--- config.mk ---
export PLATFORM = sky130hd
export DESIGN_NAME = nms_scanner
export DESIGN_NICKNAME = d
export VERILOG_FILES = /design/src/hdl/nms_pkg.sv /design/src/hdl/nms_trig_if.sv /design/src/hdl/nms_scanner.sv /design/src/hdl/nms_trig_pick.sv
export SDC_FILE = /design/constraint.sdc
export NUM_CORES = 1
export LEC_CHECK = 0
export BUFFER_PORTS_ARGS = -buffer_cell sky130_fd_sc_hd__clkbuf_2
export CORE_MARGIN = 1.5
export CORE_UTILIZATION = 51
export DETAILED_ROUTE_END_ITERATION = 16
export PLACE_DENSITY = 0.9
export SKIP_LAST_GASP = 1
export SLEW_MARGIN = 20
export SYNTH_ARGS = -nofsm -noshare
export SYNTH_HDL_FRONTEND = slang
export SYNTH_SLANG_ARGS = --single-unit
--- constraint.sdc ---
create_clock -name i_mclk -period 3.7 [get_ports i_mclk]
set_clock_uncertainty 0.1 [all_clocks]
set_input_delay 0.555 -clock i_mclk [delete_from_list [all_inputs] [get_ports i_mclk]]
set_output_delay 0.555 -clock i_mclk [all_outputs]
set_load 0.03 [all_outputs]
--- src/hdl/nms_pkg.sv ---
// constants, field layouts and state codes shared by the memory scanner files
package nms_pkg;

	// ==========================================================
	// register byte offsets on the bus
	localparam logic [7:0] OFF_CONTROL   = 8'h00;
	localparam logic [7:0] OFF_CUR_LOW   = 8'h04;
	localparam logic [7:0] OFF_CUR_HIGH  = 8'h08;
	localparam logic [7:0] OFF_END_LOW   = 8'h0C;
	localparam logic [7:0] OFF_END_HIGH  = 8'h10;
	localparam logic [7:0] OFF_TRIG_SEL  = 8'h14;
	localparam logic [7:0] OFF_IRQ_STAT  = 8'h18;
	localparam logic [7:0] OFF_IRQ_MASK  = 8'h1C;

	// ==========================================================
	// control register field positions
	localparam int CTL_EN     = 7;
	localparam int CTL_RUN    = 6;
	localparam int CTL_BUSY   = 5;
	localparam int CTL_INVAL  = 4;
	localparam int CTL_INTM   = 3;
	localparam int CTL_MODE_H = 1;
	localparam int CTL_MODE_L = 0;

	// interrupt status bit positions
	localparam int IRQ_DONE  = 0;
	localparam int IRQ_INVAL = 1;

	// ==========================================================
	// reset values
	localparam logic [7:0]  RST_BYTE  = 8'h00;
	localparam logic [15:0] RST_ADDR  = 16'h0000;
	localparam logic [3:0]  RST_TRIGGER_SOURCE_SELECT  = 4'h0;
	localparam logic [1:0]  RST_MODE  = 2'h0;
	localparam logic [1:0]  RST_IRQ   = 2'h0;

	// ==========================================================
	// access modes
	localparam logic [1:0] MODE_CONCURRENT = 2'h0;
	localparam logic [1:0] MODE_BURST      = 2'h1;
	localparam logic [1:0] MODE_PEEK       = 2'h2;
	localparam logic [1:0] MODE_TRIGGERED  = 2'h3;

	// trigger sources, one input bit per source in select order
	localparam int          TRIG_COUNT    = 10;
	localparam logic [3:0]  TRIGGER_SOURCE_SELECT_LAST_OK  = 4'h9;

	// ==========================================================
	// scanner sequencer states, one-hot
	typedef enum logic [2:0]
	{
		ST_IDLE  = 3'b001,
		ST_FETCH = 3'b010,
		ST_HOLD  = 3'b100
	} nms_state_e;

endpackage : nms_pkg

--- src/hdl/nms_trig_if.sv ---
// carries the trigger select and the resulting event pulse between scanner modules
`timescale 1ns/1ps

interface nms_trig_if;
	logic [3:0] sel;
	logic       event_pulse;

	// trigger picker drives the pulse
	modport picker
	(
		input  sel,
		output event_pulse
	);

	// scanner core owns the select
	modport core
	(
		output sel,
		input  event_pulse
	);
endinterface : nms_trig_if

--- src/hdl/nms_scanner.sv ---
// memory scanner: walks program memory from current to final address feeding a crc engine
// Notes on behaviour
// - current address is sixteen bits, two bytes
// - each fetch bumps the current address by one
// - address writes dropped while run request set
// - final address is sixteen bits, two bytes
// - four-bit select picks trigger pacing source
// - hardware clears run request past final address
// - invalid flag when past end or nonexistent
// - fetch only after crc ready, then hand over
// - two-bit mode: triggered, peek, burst, concurrent
//
// Implementation choices: the placing of the registers and the AHB-Lite interface to the registers.
`timescale 1ns/1ps

module nms_scanner
#(
	parameter logic [16:0] MEM_WORDS = 17'h04000
)
(
	input  wire logic                           i_mclk,
	input  wire logic                           i_reset,
	// ahb-lite slave
	input  wire logic                           i_hsel,
	input  wire logic [31:0]                    i_haddr,
	input  wire logic [1:0]                     i_htrans,
	input  wire logic                           i_hwrite,
	input  wire logic [2:0]                     i_hsize,
	input  wire logic [31:0]                    i_hwdata,
	input  wire logic                           i_hready,
	output logic      [31:0]                    o_hrdata,
	output logic                                o_hreadyout,
	output logic                                o_hresp,
	// program memory read port
	output logic                                o_mem_req,
	output logic      [15:0]                    o_mem_addr,
	input  wire logic                           i_mem_ack,
	input  wire logic [15:0]                    i_mem_rdata,
	// crc engine side
	input  wire logic                           i_crc_ready,
	output logic                                o_crc_valid,
	output logic      [15:0]                    o_crc_data,
	// cpu side
	input  wire logic                           i_cpu_idle,
	input  wire logic                           i_int_active,
	output logic                                o_cpu_stall,
	// trigger sources and interrupt
	input  wire logic [nms_pkg::TRIG_COUNT-1:0] i_trig_src,
	output logic                                o_irq
);

	// ==========================================================
	// declarations
	logic                 en_q;
	logic                 run_q;
	logic                 intm_q;
	logic [1:0]           mode_q;
	logic [15:0]          cur_q;
	logic [15:0]          end_q;
	logic [3:0]           trigger_source_select_q;
	logic [1:0]           irq_stat_q;
	logic [1:0]           irq_mask_q;
	logic                 wr_pend_q;
	logic                 rd_wait_q;
	logic [7:0]           dph_addr_q;
	logic [31:0]          hrdata_q;
	logic [7:0]           rd_byte_d;
	nms_trig_if           trig ();
	nms_pkg::nms_state_e  state_q;
	logic                 trig_pend_q;
	logic                 crc_valid_q;
	logic [15:0]          crc_data_q;
	logic                 past_end;
	logic                 oob;
	logic                 invalid;
	logic                 run_eff;
	logic                 mode_ok;
	logic                 start_fetch;
	logic                 hw_stop;
	logic                 busy;
	logic                 addr_phase;
	logic                 wr_ctl;
	logic                 wr_cur_l;
	logic                 wr_cur_h;
	logic                 wr_end_l;
	logic                 wr_end_h;
	logic                 wr_trigger_source_select;
	logic                 wr_stat;
	logic                 wr_mask;
	logic [7:0]           wbyte;

	// ==========================================================
	// bus decode
	// accept a transfer only when the bus is ready and we are selected
	assign addr_phase = i_hsel & i_htrans[1] & i_hready;
	assign wbyte      = i_hwdata[7:0];

	// write strobes, valid in the data phase of a write
	assign wr_ctl   = wr_pend_q & (dph_addr_q == nms_pkg::OFF_CONTROL);
	assign wr_cur_l = wr_pend_q & (dph_addr_q == nms_pkg::OFF_CUR_LOW);
	assign wr_cur_h = wr_pend_q & (dph_addr_q == nms_pkg::OFF_CUR_HIGH);
	assign wr_end_l = wr_pend_q & (dph_addr_q == nms_pkg::OFF_END_LOW);
	assign wr_end_h = wr_pend_q & (dph_addr_q == nms_pkg::OFF_END_HIGH);
	assign wr_trigger_source_select  = wr_pend_q & (dph_addr_q == nms_pkg::OFF_TRIG_SEL);
	assign wr_stat  = wr_pend_q & (dph_addr_q == nms_pkg::OFF_IRQ_STAT);
	assign wr_mask  = wr_pend_q & (dph_addr_q == nms_pkg::OFF_IRQ_MASK);

	// latch the address phase; reads get one wait state so data is registered
	always_ff @(posedge i_mclk or posedge i_reset)
	begin
		if (i_reset)
		begin
			wr_pend_q  <= 1'b0;
			rd_wait_q  <= 1'b0;
			dph_addr_q <= nms_pkg::RST_BYTE;
		end
		else
		begin
			wr_pend_q <= addr_phase & i_hwrite;
			rd_wait_q <= addr_phase & ~i_hwrite;
			if (addr_phase)
				dph_addr_q <= {i_haddr[7:2], 2'b00};
		end
	end

	// read mux; unmapped offsets read as zero
	always_comb
	begin
		if (dph_addr_q == nms_pkg::OFF_CONTROL)
			rd_byte_d = {en_q, run_q, busy, invalid, intm_q, 1'b0, mode_q};
		else if (dph_addr_q == nms_pkg::OFF_CUR_LOW)
			rd_byte_d = cur_q[7:0];
		else if (dph_addr_q == nms_pkg::OFF_CUR_HIGH)
			rd_byte_d = cur_q[15:8];
		else if (dph_addr_q == nms_pkg::OFF_END_LOW)
			rd_byte_d = end_q[7:0];
		else if (dph_addr_q == nms_pkg::OFF_END_HIGH)
			rd_byte_d = end_q[15:8];
		else if (dph_addr_q == nms_pkg::OFF_TRIG_SEL)
			rd_byte_d = {4'h0, trigger_source_select_q};
		else if (dph_addr_q == nms_pkg::OFF_IRQ_STAT)
			rd_byte_d = {6'h00, irq_stat_q};
		else if (dph_addr_q == nms_pkg::OFF_IRQ_MASK)
			rd_byte_d = {6'h00, irq_mask_q};
		else
			rd_byte_d = 8'h00;
	end

	// read data register, loaded in the wait cycle
	always_ff @(posedge i_mclk or posedge i_reset)
	begin
		if (i_reset)
			hrdata_q <= 32'h00000000;
		else if (rd_wait_q)
			hrdata_q <= {24'h000000, rd_byte_d};
	end

	assign o_hrdata    = hrdata_q;
	assign o_hreadyout = ~rd_wait_q;
	assign o_hresp     = 1'b0;

	// ==========================================================
	// control register
	// software write wins over a hardware stop in the same cycle
	always_ff @(posedge i_mclk or posedge i_reset)
	begin
		if (i_reset)
		begin
			en_q   <= 1'b0;
			run_q  <= 1'b0;
			intm_q <= 1'b0;
			mode_q <= nms_pkg::RST_MODE;
		end
		else if (wr_ctl)
		begin
			en_q   <= wbyte[nms_pkg::CTL_EN];
			run_q  <= wbyte[nms_pkg::CTL_RUN];
			intm_q <= wbyte[nms_pkg::CTL_INTM];
			mode_q <= wbyte[nms_pkg::CTL_MODE_H:nms_pkg::CTL_MODE_L];
		end
		else if (hw_stop)
			run_q <= 1'b0;
	end

	// ==========================================================
	// address registers
	// current address, two bytes; bump on fetch
	// the increment wins over a write; a fetch can still end after software clears run
	always_ff @(posedge i_mclk or posedge i_reset)
	begin
		if (i_reset)
			cur_q <= nms_pkg::RST_ADDR;
		else if (state_q == nms_pkg::ST_FETCH && i_mem_ack)
			cur_q <= cur_q + 16'h0001;
		else if (!run_q && wr_cur_l)
			cur_q[7:0] <= wbyte;
		else if (!run_q && wr_cur_h)
			cur_q[15:8] <= wbyte;
	end

	always_ff @(posedge i_mclk or posedge i_reset)
	begin
		if (i_reset)
			end_q <= nms_pkg::RST_ADDR;
		else if (!run_q && wr_end_l)
			end_q[7:0] <= wbyte;
		else if (!run_q && wr_end_h)
			end_q[15:8] <= wbyte;
	end

	always_ff @(posedge i_mclk or posedge i_reset)
	begin
		if (i_reset)
			trigger_source_select_q <= nms_pkg::RST_TRIGGER_SOURCE_SELECT;
		else if (wr_trigger_source_select)
			trigger_source_select_q <= wbyte[3:0];
	end

	assign trig.sel = trigger_source_select_q;

	// ==========================================================
	// trigger picking lives in its own module
	nms_trig_pick u_trig_pick
	(
		.i_mclk     (i_mclk),
		.i_reset    (i_reset),
		.i_trig_src (i_trig_src),
		.trig       (trig.picker)
	);

	// ==========================================================
	// scan qualifiers
	// invalid when past the end or beyond the memory
	assign past_end = cur_q > end_q;
	assign oob      = {1'b0, cur_q} >= MEM_WORDS;
	assign invalid  = past_end | oob;

	// interrupt override masks the run request outside peek mode, without clearing it
	assign run_eff = en_q & run_q & ~(intm_q & i_int_active & (mode_q != nms_pkg::MODE_PEEK));

	// per-mode permission to start a fetch
	always_comb
	begin
		case (mode_q)
			nms_pkg::MODE_PEEK:      mode_ok = i_cpu_idle;
			nms_pkg::MODE_TRIGGERED: mode_ok = trig_pend_q;
			default:                 mode_ok = 1'b1;
		endcase
	end

	// start only with the crc engine ready
	assign start_fetch = (state_q == nms_pkg::ST_IDLE) & run_eff & ~invalid & mode_ok & i_crc_ready;

	// stop when idle and out of range; a cycle in flight finishes first
	assign hw_stop = en_q & run_q & (state_q == nms_pkg::ST_IDLE) & invalid;

	assign busy = (state_q != nms_pkg::ST_IDLE) | (run_eff & i_crc_ready);

	assign o_cpu_stall = en_q & run_q & (mode_q == nms_pkg::MODE_BURST);

	// ==========================================================
	// trigger pending flag
	// one pending event at most; a start consumes it
	always_ff @(posedge i_mclk or posedge i_reset)
	begin
		if (i_reset)
			trig_pend_q <= 1'b0;
		else if (!en_q || mode_q != nms_pkg::MODE_TRIGGERED || !run_q)
			trig_pend_q <= 1'b0;
		else if (trig.event_pulse)
			trig_pend_q <= 1'b1;
		else if (start_fetch)
			trig_pend_q <= 1'b0;
	end

	// ==========================================================
	// fetch sequencer; disabling resets it, registers keep their values
	always_ff @(posedge i_mclk or posedge i_reset)
	begin
		if (i_reset)
			state_q <= nms_pkg::ST_IDLE;
		else if (!en_q)
			state_q <= nms_pkg::ST_IDLE;
		else
		begin
			case (state_q)
				nms_pkg::ST_IDLE:
					if (start_fetch)
						state_q <= nms_pkg::ST_FETCH;
				nms_pkg::ST_FETCH:
					if (i_mem_ack)
						state_q <= nms_pkg::ST_HOLD;
				// one spare cycle lets the crc drop ready before the next decision
				nms_pkg::ST_HOLD:
					state_q <= nms_pkg::ST_IDLE;
				default:
					state_q <= nms_pkg::ST_IDLE;
			endcase
		end
	end

	assign o_mem_req  = state_q == nms_pkg::ST_FETCH;
	assign o_mem_addr = cur_q;

	always_ff @(posedge i_mclk or posedge i_reset)
	begin
		if (i_reset)
		begin
			crc_valid_q <= 1'b0;
			crc_data_q  <= 16'h0000;
		end
		else
		begin
			crc_valid_q <= (state_q == nms_pkg::ST_FETCH) & i_mem_ack & en_q;
			if ((state_q == nms_pkg::ST_FETCH) && i_mem_ack)
				crc_data_q <= i_mem_rdata;
		end
	end

	assign o_crc_valid = crc_valid_q;
	assign o_crc_data  = crc_data_q;

	// ==========================================================
	// interrupt status, write one to clear; a new event wins over the clear
	always_ff @(posedge i_mclk or posedge i_reset)
	begin
		if (i_reset)
			irq_stat_q <= nms_pkg::RST_IRQ;
		else
		begin
			irq_stat_q[nms_pkg::IRQ_DONE] <= hw_stop |
				(irq_stat_q[nms_pkg::IRQ_DONE] & ~(wr_stat & wbyte[nms_pkg::IRQ_DONE]));
			// flag raised only when a run stops on an address beyond memory
			irq_stat_q[nms_pkg::IRQ_INVAL] <= (hw_stop & oob) |
				(irq_stat_q[nms_pkg::IRQ_INVAL] & ~(wr_stat & wbyte[nms_pkg::IRQ_INVAL]));
		end
	end

	// interrupt mask
	always_ff @(posedge i_mclk or posedge i_reset)
	begin
		if (i_reset)
			irq_mask_q <= nms_pkg::RST_IRQ;
		else if (wr_mask)
			irq_mask_q <= wbyte[1:0];
	end

	assign o_irq = |(irq_stat_q & irq_mask_q);

endmodule : nms_scanner

--- src/hdl/nms_trig_pick.sv ---
// synchronises trigger sources, selects one and turns its rising edge into a pulse
`timescale 1ns/1ps

module nms_trig_pick
(
	input  wire logic                         i_mclk,
	input  wire logic                         i_reset,
	input  wire logic [nms_pkg::TRIG_COUNT-1:0] i_trig_src,
	nms_trig_if.picker                        trig
);

	logic [nms_pkg::TRIG_COUNT-1:0] meta_q;
	logic [nms_pkg::TRIG_COUNT-1:0] sync_q;
	logic                           pick_q;
	logic                           pick_d;

	// ==========================================================
	// two-stage sync; sources run on other clocks
	always_ff @(posedge i_mclk or posedge i_reset)
	begin
		if (i_reset)
		begin
			meta_q <= '0;
			sync_q <= '0;
		end
		else
		begin
			meta_q <= i_trig_src;
			sync_q <= meta_q;
		end
	end

	// source select mux
	// reserved codes pick nothing, so they never pace a fetch
	always_comb
	begin
		if (trig.sel <= nms_pkg::TRIGGER_SOURCE_SELECT_LAST_OK)
			pick_d = sync_q[trig.sel];
		else
			pick_d = 1'b0;
	end

	// ==========================================================
	// edge detect on the synchronised, selected level
	always_ff @(posedge i_mclk or posedge i_reset)
	begin
		if (i_reset)
			pick_q <= 1'b0;
		else
			pick_q <= pick_d;
	end

	assign trig.event_pulse = pick_d & ~pick_q;

endmodule : nms_trig_pick

==> results of run 1 <==
## area by class of cell
cell class / count / share of cell area
Clock inverter: 7 / 0.0144
Inverter: 29 / 0.0186
Tap cell: 136 / 0.0284
Clock buffer: 9 / 0.0207
Timing Repair Buffer: 101 / 0.0873
Multi-Input combinational cell: 361 / 0.400
Sequential cell: 103 / 0.430
## metrics by stage
| stage | hold WS (ns) | utilization | cell area (um^2) |
|---|---|---|---|
| 6_report | 0.179 | 0.588 | 5990 |
| 3_5_place_dp | 0.235 | 0.568 | 5780 |
| 5_1_grt | 0.147 | 0.588 | 5990 |
| 4_1_cts | 0.159 | 0.588 | 5990 |
| 2_1_floorplan | 0.231 | - | 5390 |
| 3_3_place_gp | 0.234 | 0.568 | 5780 |
## power by group
group	switching, mW	internal [mW]
Combinational	0.354	0.208
Sequential	0.131	1.22
Clock	0.439	0.271
Total	0.924	1.70
## cells in the mapped netlist, drive strengths merged, types with 3 or more instances
cell type,number,share of area
a211oi,3,0.0042
a21oi,32,0.031
a221oi,4,0.0066
a31oi,3,0.0035
and2,5,0.0061
and3,5,0.0059
buf,42,0.056
clkbuf,7,0.0052
dfrtp,102,0.48
ha,17,0.040
inv,29,0.021
mux2,25,0.053
mux2i,7,0.013
mux4,5,0.021
nand2,72,0.053
nand3,26,0.027
nand4,15,0.018
nor2,27,0.021
nor2b,3,0.0035
nor3,8,0.0076
nor3b,3,0.0042
o211ai,6,0.0085
o21ai,34,0.034
o221ai,3,0.0061
o32ai,3,0.0050
## state kept, by name (all words and copies together) (netlist names), 2 cells and up
name / flops
o_hrdata: 8
irq_mask_q: 2
trig.sel: 4
end_q: 16
mode_q: 2
o_crc_data: 16
state_q: 3
u_trig_pick.sync_q: 10
o_mem_addr: 16
u_trig_pick.meta_q: 10
irq_stat_q: 2
dph_addr_q: 6
## worst min path at each step
stage                                from               endpoint  slack, ns  cells after the start
global placement    u_trig_pick.meta_q[8]  u_trig_pick.sync_q[8]       0.23                      0
CTS                         i_trig_src[0]  u_trig_pick.meta_q[0]       0.16                      1
floorplan           u_trig_pick.meta_q[0]  u_trig_pick.sync_q[0]       0.23                      0
detailed placement  u_trig_pick.meta_q[0]  u_trig_pick.sync_q[0]       0.23                      0
global route                i_trig_src[5]  u_trig_pick.meta_q[5]       0.15                      1
finish                      i_trig_src[0]  u_trig_pick.meta_q[0]       0.18                      1
## logic make-up after synthesis
logic type / Yosys count
AO/OA/AOI/OAI: 104
adder cells (fa/ha/maj): 17
buffers and inverters: 78
flip-flops: 103
multiplexers: 37
other: 1
AND/OR/NAND/NOR: 178
## metal layers
| layer | global-route usage | vias up | share of wire |
|---|---|---|---|
| li1 | - | 1967 | - |
| met1 | 0.319 | 2054 | 0.42 |
| met2 | 0.391 | 216 | 0.49 |
| met3 | 0.0424 | 28 | 0.068 |
| met4 | 0.0793 | 0 | 0.024 |
| met5 | 0 | - | 0 |
==> run_results.csv, run 1 <==
group,metric,value,unit
status,status,"complete, no violations",
logic_synthesis,yosysSeqAreaShare,0.486,
drt,dr.pass1.iters,5,
drt,drc,0,
worst_setup_path,rrSetupSlack,1.18,ns
worst_setup_path,start_kind,"flop",
drt,viasPerCell,5.72,
logic_synthesis,synth_cell_type_count,66,
placement,port_buffers,94,
timing,fin_crit_sh,0.681,
worst_setup_path,crit_start,"dph_addr_q[7]",
layout,mostFrequentLayoutCells,"102 x dfrtp_1, 94 x clkbuf_2, 70 x nand2_1, 31 x a21oi_1, 30 x o21ai_0",
global_routing,grt.total_usage,0.238,
clock_network,cts_made_buffers,9,
drt,drt-initial-drc-count,321,
logic_synthesis,yosys.area_share.simple,0.174,
floorplanning,placementRows,37,
timing,setup_viol,0,
layout,nFillCells,915,
worst_setup_path,cp.required,3.86,ns
timing,max_freq,397,MHz
clock_network,clkLatencyLatePin,0.38,ns
layout,antennaDiodeCount,0,
global_routing,grt_pass1_vias,4066,
clock_network,cts.htree.levels,3,
logic_synthesis,ys_warn_count,0,
layout,stdcell_count,746,
timing,slew_viol_final,0,
pwr,power_density,438,nW/um^2
timing,finalSetupTns,0,ns
global_routing,antenna_found_initial,0,
pwr,peakVddDrop,0.328,mV
clock_network,cts_buffer_depth,2,
logic_synthesis,ys_async_sr_fraction,1.00,
logic_synthesis,ys_seq_elements,103,
worst_setup_path,cp_top_family,"simple AND/OR/NAND/NOR gates",
logic_synthesis,synth_mux_area_frac,0.0875,
placement,pre_cts_ws,1.24,ns
job,maxCapViolCount,0,
floorplanning,io_pins,174,
floorplanning,die_height,105,um
floorplanning,core_region_area,10200,um^2
placement,gp_congestion,0.955,
layout,layout_commonest_cell,"dfrtp_1",
timing,rsz0062_at_grt,"no",
clock_network,holdBufCountCts,0,
global_routing,gr-total-overflow,0,
logic_synthesis,synthAdderAreaFrac,0.0401,
clock_network,cts_resized,0,
worst_setup_path,worstSetupPathDepth,4,
floorplanning,die_x,105,um
floorplanning,dieArea,11000,um^2
floorplanning,start_util,0.521,
logic_synthesis,synth-compound-area-share,0.130,
logic_synthesis,ys.flop_type,"dfrtp_1",
logic_synthesis,synth_top_family_by_area,"simple AND/OR/NAND/NOR gates",
worst_setup_path,critical_path.reg2reg.endpoint,"end_q[0]",
pwr,p_leak,2.87,nW
layout,regArea,2580,um^2
hold_path,worstHoldPathType,"input pin to flop",
timing,slew_headroom,0.364,
timing,tightestPinTransition,0.947,ns
layout,multi_input_area,2400,um^2
logic_synthesis,synth_area_per_cell,10.2,um^2
clock_network,cts_tree,"built",
placement,dp.final_hpwl,9.30,mm
placement,dp.cells,730,
logic_synthesis,synth-edff-count,0,
pwr,power,2.63,mW
layout,fin_nets,726,
worst_setup_path,slowest_delay,0.87,ns
worst_setup_path,arrival,2.69,ns
timing,fin_ws,1.18,ns
worst_setup_path,crit_type,"flop to flop",
logic_synthesis,netlist_area,5300,um^2
worst_setup_path,endpoint_kind,"flop",
worst_setup_path,cp-endpoint,"end_q[0]",
logic_synthesis,synth-xor-area-share,0,
logic_synthesis,synthCells,518,
clock_network,root_buffer,"clkbuf_8",
global_routing,grt_max_degree,75,
layout,drive_gt1_frac,0.272,
drt,ant_nets,0,
worst_setup_path,cp_max_fo,15,
worst_setup_path,cp.buffers_inverters,0,
drt,routed_wl,12.7,mm
clock_network,clock-sinks,103,
timing,period_needed,2.52,ns
clock_network,cts_setup_buffers,0,
drt,avgRoutedWirePerCell,17.0,um
global_routing,grt_pass1_wl,20.5,mm
worst_setup_path,crit_slowest_cell,"nor4_4",
drt,vias,4265,
worst_setup_path,r2r-start,"dph_addr_q[7]",
worst_setup_path,ff2ff_path_depth,4,
layout,syn_to_final_growth,13.0,%
timing,hold_viol,0,
worst_setup_path,cp_cell_sequence,"nor4_4 -> nand3_2 -> nor2_4 -> mux2_2",
clock_network,cts.clk_slew.worst_paths,0.11,ns
Power figures use the tool's default switching activity.
==> run 2, diff against run 1 <==
Settings changed: CORE_UTILIZATION 51 to 46, PLACE_DENSITY 0.9 to 0.87.
Clock period 3.7 ns to 2.2 ns, I/O delays scaled along.
==> run_results.csv, run 2 (same netlist as run 1, synthesis figures left out) <==
group,metric,value,unit
pwr,power_density,773,nW/um^2
placement,dp.cells,763,
layout,fin_nets,767,
floorplanning,dieArea,12200,um^2
timing,rsz0062_at_grt,"yes",
drt,drc,0,
global_routing,gr-total-overflow,0,
timing,period_needed,2.11,ns
layout,fin_area,6520,um^2
drt,dr.pass1.iters,5,
pwr,peakVddDrop,0.497,mV
layout,stdcell_count,794,
clock_network,clock-sinks,103,
worst_setup_path,cp_max_fo,3,
worst_setup_path,cp_top_family,"compound AO/OA/AOI/OAI gates",
layout,syn_to_final_growth,22.9,%
global_routing,antenna_found_initial,0,
global_routing,grt.total_usage,0.240,
worst_setup_path,crit_type,"flop to flop",
worst_setup_path,arrival,2.23,ns
clock_network,cts.htree.levels,3,
clock_network,clkLatencyLatePin,0.35,ns
timing,max_freq,475,MHz
layout,nFillCells,978,
clock_network,cts_made_buffers,9,
floorplanning,placementRows,39,
global_routing,grt_pass1_wl,21.9,mm
floorplanning,die_height,110,um
placement,pre_cts_ws,0.0746,ns
worst_setup_path,rrSetupSlack,0.09,ns
worst_setup_path,cp-endpoint,"o_hrdata[4]",
clock_network,root_buffer,"clkbuf_16",
worst_setup_path,ff2ff_path_depth,8,
timing,fin_crit_sh,0.957,
placement,port_buffers,94,
drt,drt-initial-drc-count,406,
drt,viasPerCell,5.63,
placement,gp_congestion,0.936,
timing,hold_viol,0,
worst_setup_path,critical_path.reg2reg.endpoint,"o_hrdata[4]",
layout,regArea,2580,um^2
timing,fin_ws,0.0938,ns
status,status,"complete, no violations",
layout,mostFrequentLayoutCells,"101 x dfrtp_1, 94 x clkbuf_2, 70 x nand2_1, 34 x buf_4, 31 x a21oi_1",
layout,finish.utilization,0.576,
worst_setup_path,worstSetupPathDepth,8,
timing,whs,0.0432,ns
placement,dp.final_hpwl,10.0,mm
worst_setup_path,endpoint_kind,"flop",
pwr,p_leak,3.12,nW
pwr,power,5.04,mW
drt,avgRoutedWirePerCell,17.3,um
worst_setup_path,cp.buffers_inverters,2,
placement,placed_area,6040,um^2
floorplanning,die_x,110,um
hold_path,worstHoldPathType,"input pin to flop",
worst_setup_path,cp.required,2.33,ns
worst_setup_path,cp_cell_sequence,"inv_2 -> ha_4 -> a2111oi_4 -> o221ai_2 -> a31o_1 -> o31ai_2 -> buf_4 -> o211ai_1",
timing,slew_viol_final,0,
global_routing,grt_max_degree,45,
layout,antennaDiodeCount,0,
floorplanning,core_region_area,11300,um^2
worst_setup_path,slowest_delay,0.39,ns
floorplanning,io_pins,174,
clock_network,cts_tree,"built",
drt,ant_nets,0,
worst_setup_path,crit_slowest_cell,"dfrtp_1",
worst_setup_path,start_kind,"flop",
timing,finalSetupTns,0,ns
floorplanning,start_util,0.468,
worst_setup_path,crit_start,"end_q[15]",
layout,layout_commonest_cell,"dfrtp_1",
layout,multi_input_area,2430,um^2
drt,routed_wl,13.7,mm
layout,drive_gt1_frac,0.310,
worst_setup_path,r2r-start,"end_q[15]",
clock_network,cts_buffer_depth,2,
clock_network,cts.clk_slew.worst_paths,0.08,ns
timing,tightestPinTransition,0.606,ns
timing,setup_viol,0,
global_routing,grt_pass1_vias,4448,
drt,vias,4469,
job,maxCapViolCount,0,
timing,slew_headroom,0.590,
## run 2: cell types whose count changed in the layout (fill, tap and decap cells not counted), sizes merged
cell         previous run  this run
inv                    31        33
clkinv                  5         2
dlygate4sd3             0        11
buf                     7        37
clkinvlp                0         1
## run 2: area by class of cell
type	count	share of cell area
tap	143	0.0274
inverter	29	0.0173
clock inverter	7	0.0148
clock buffer	9	0.0345
sequential	103	0.396
multi-input combinational	361	0.373
timing repair buffer	142	0.137
## run 2: power by group
group / switching, mW / total (mW) / internal (mW) / leakage [nW]
registers: 0.169 / 2.23 / 2.06 / 1.22
logic: 0.688 / 1.13 / 0.442 / 1.74
clock network: 0.844 / 1.68 / 0.839 / 0.156
total: 1.70 / 5.04 / 3.34 / 3.12
## run 2: per-layer routing
metal / GRT usage / wire length (um)
met4: 0.119 / 465
met2: 0.398 / 6740
met5: 0 / 0
met3: 0.0406 / 948
met1: 0.303 / 5570
## run 2: worst min path at each step
stage | from | to | cells past startpoint
after CTS | i_hwrite | rd_wait_q | 2
final | i_hwrite | rd_wait_q | 2
after global routing | i_hwrite | rd_wait_q | 2
after detailed placement | u_trig_pick.meta_q[2] | u_trig_pick.sync_q[2] | 0
after global placement | u_trig_pick.meta_q[6] | u_trig_pick.sync_q[6] | 0
after floorplan | u_trig_pick.meta_q[0] | u_trig_pick.sync_q[0] | 0
## run 2: timing repair
action | 4_1_cts | 5_1_grt
hold buffers | 11 | 0
hold endpoints to repair | 28 | 0
buffers inserted | 0 | 4
gates resized for setup | 0 | 5
endpoints found under the setup margin | 0 | 6
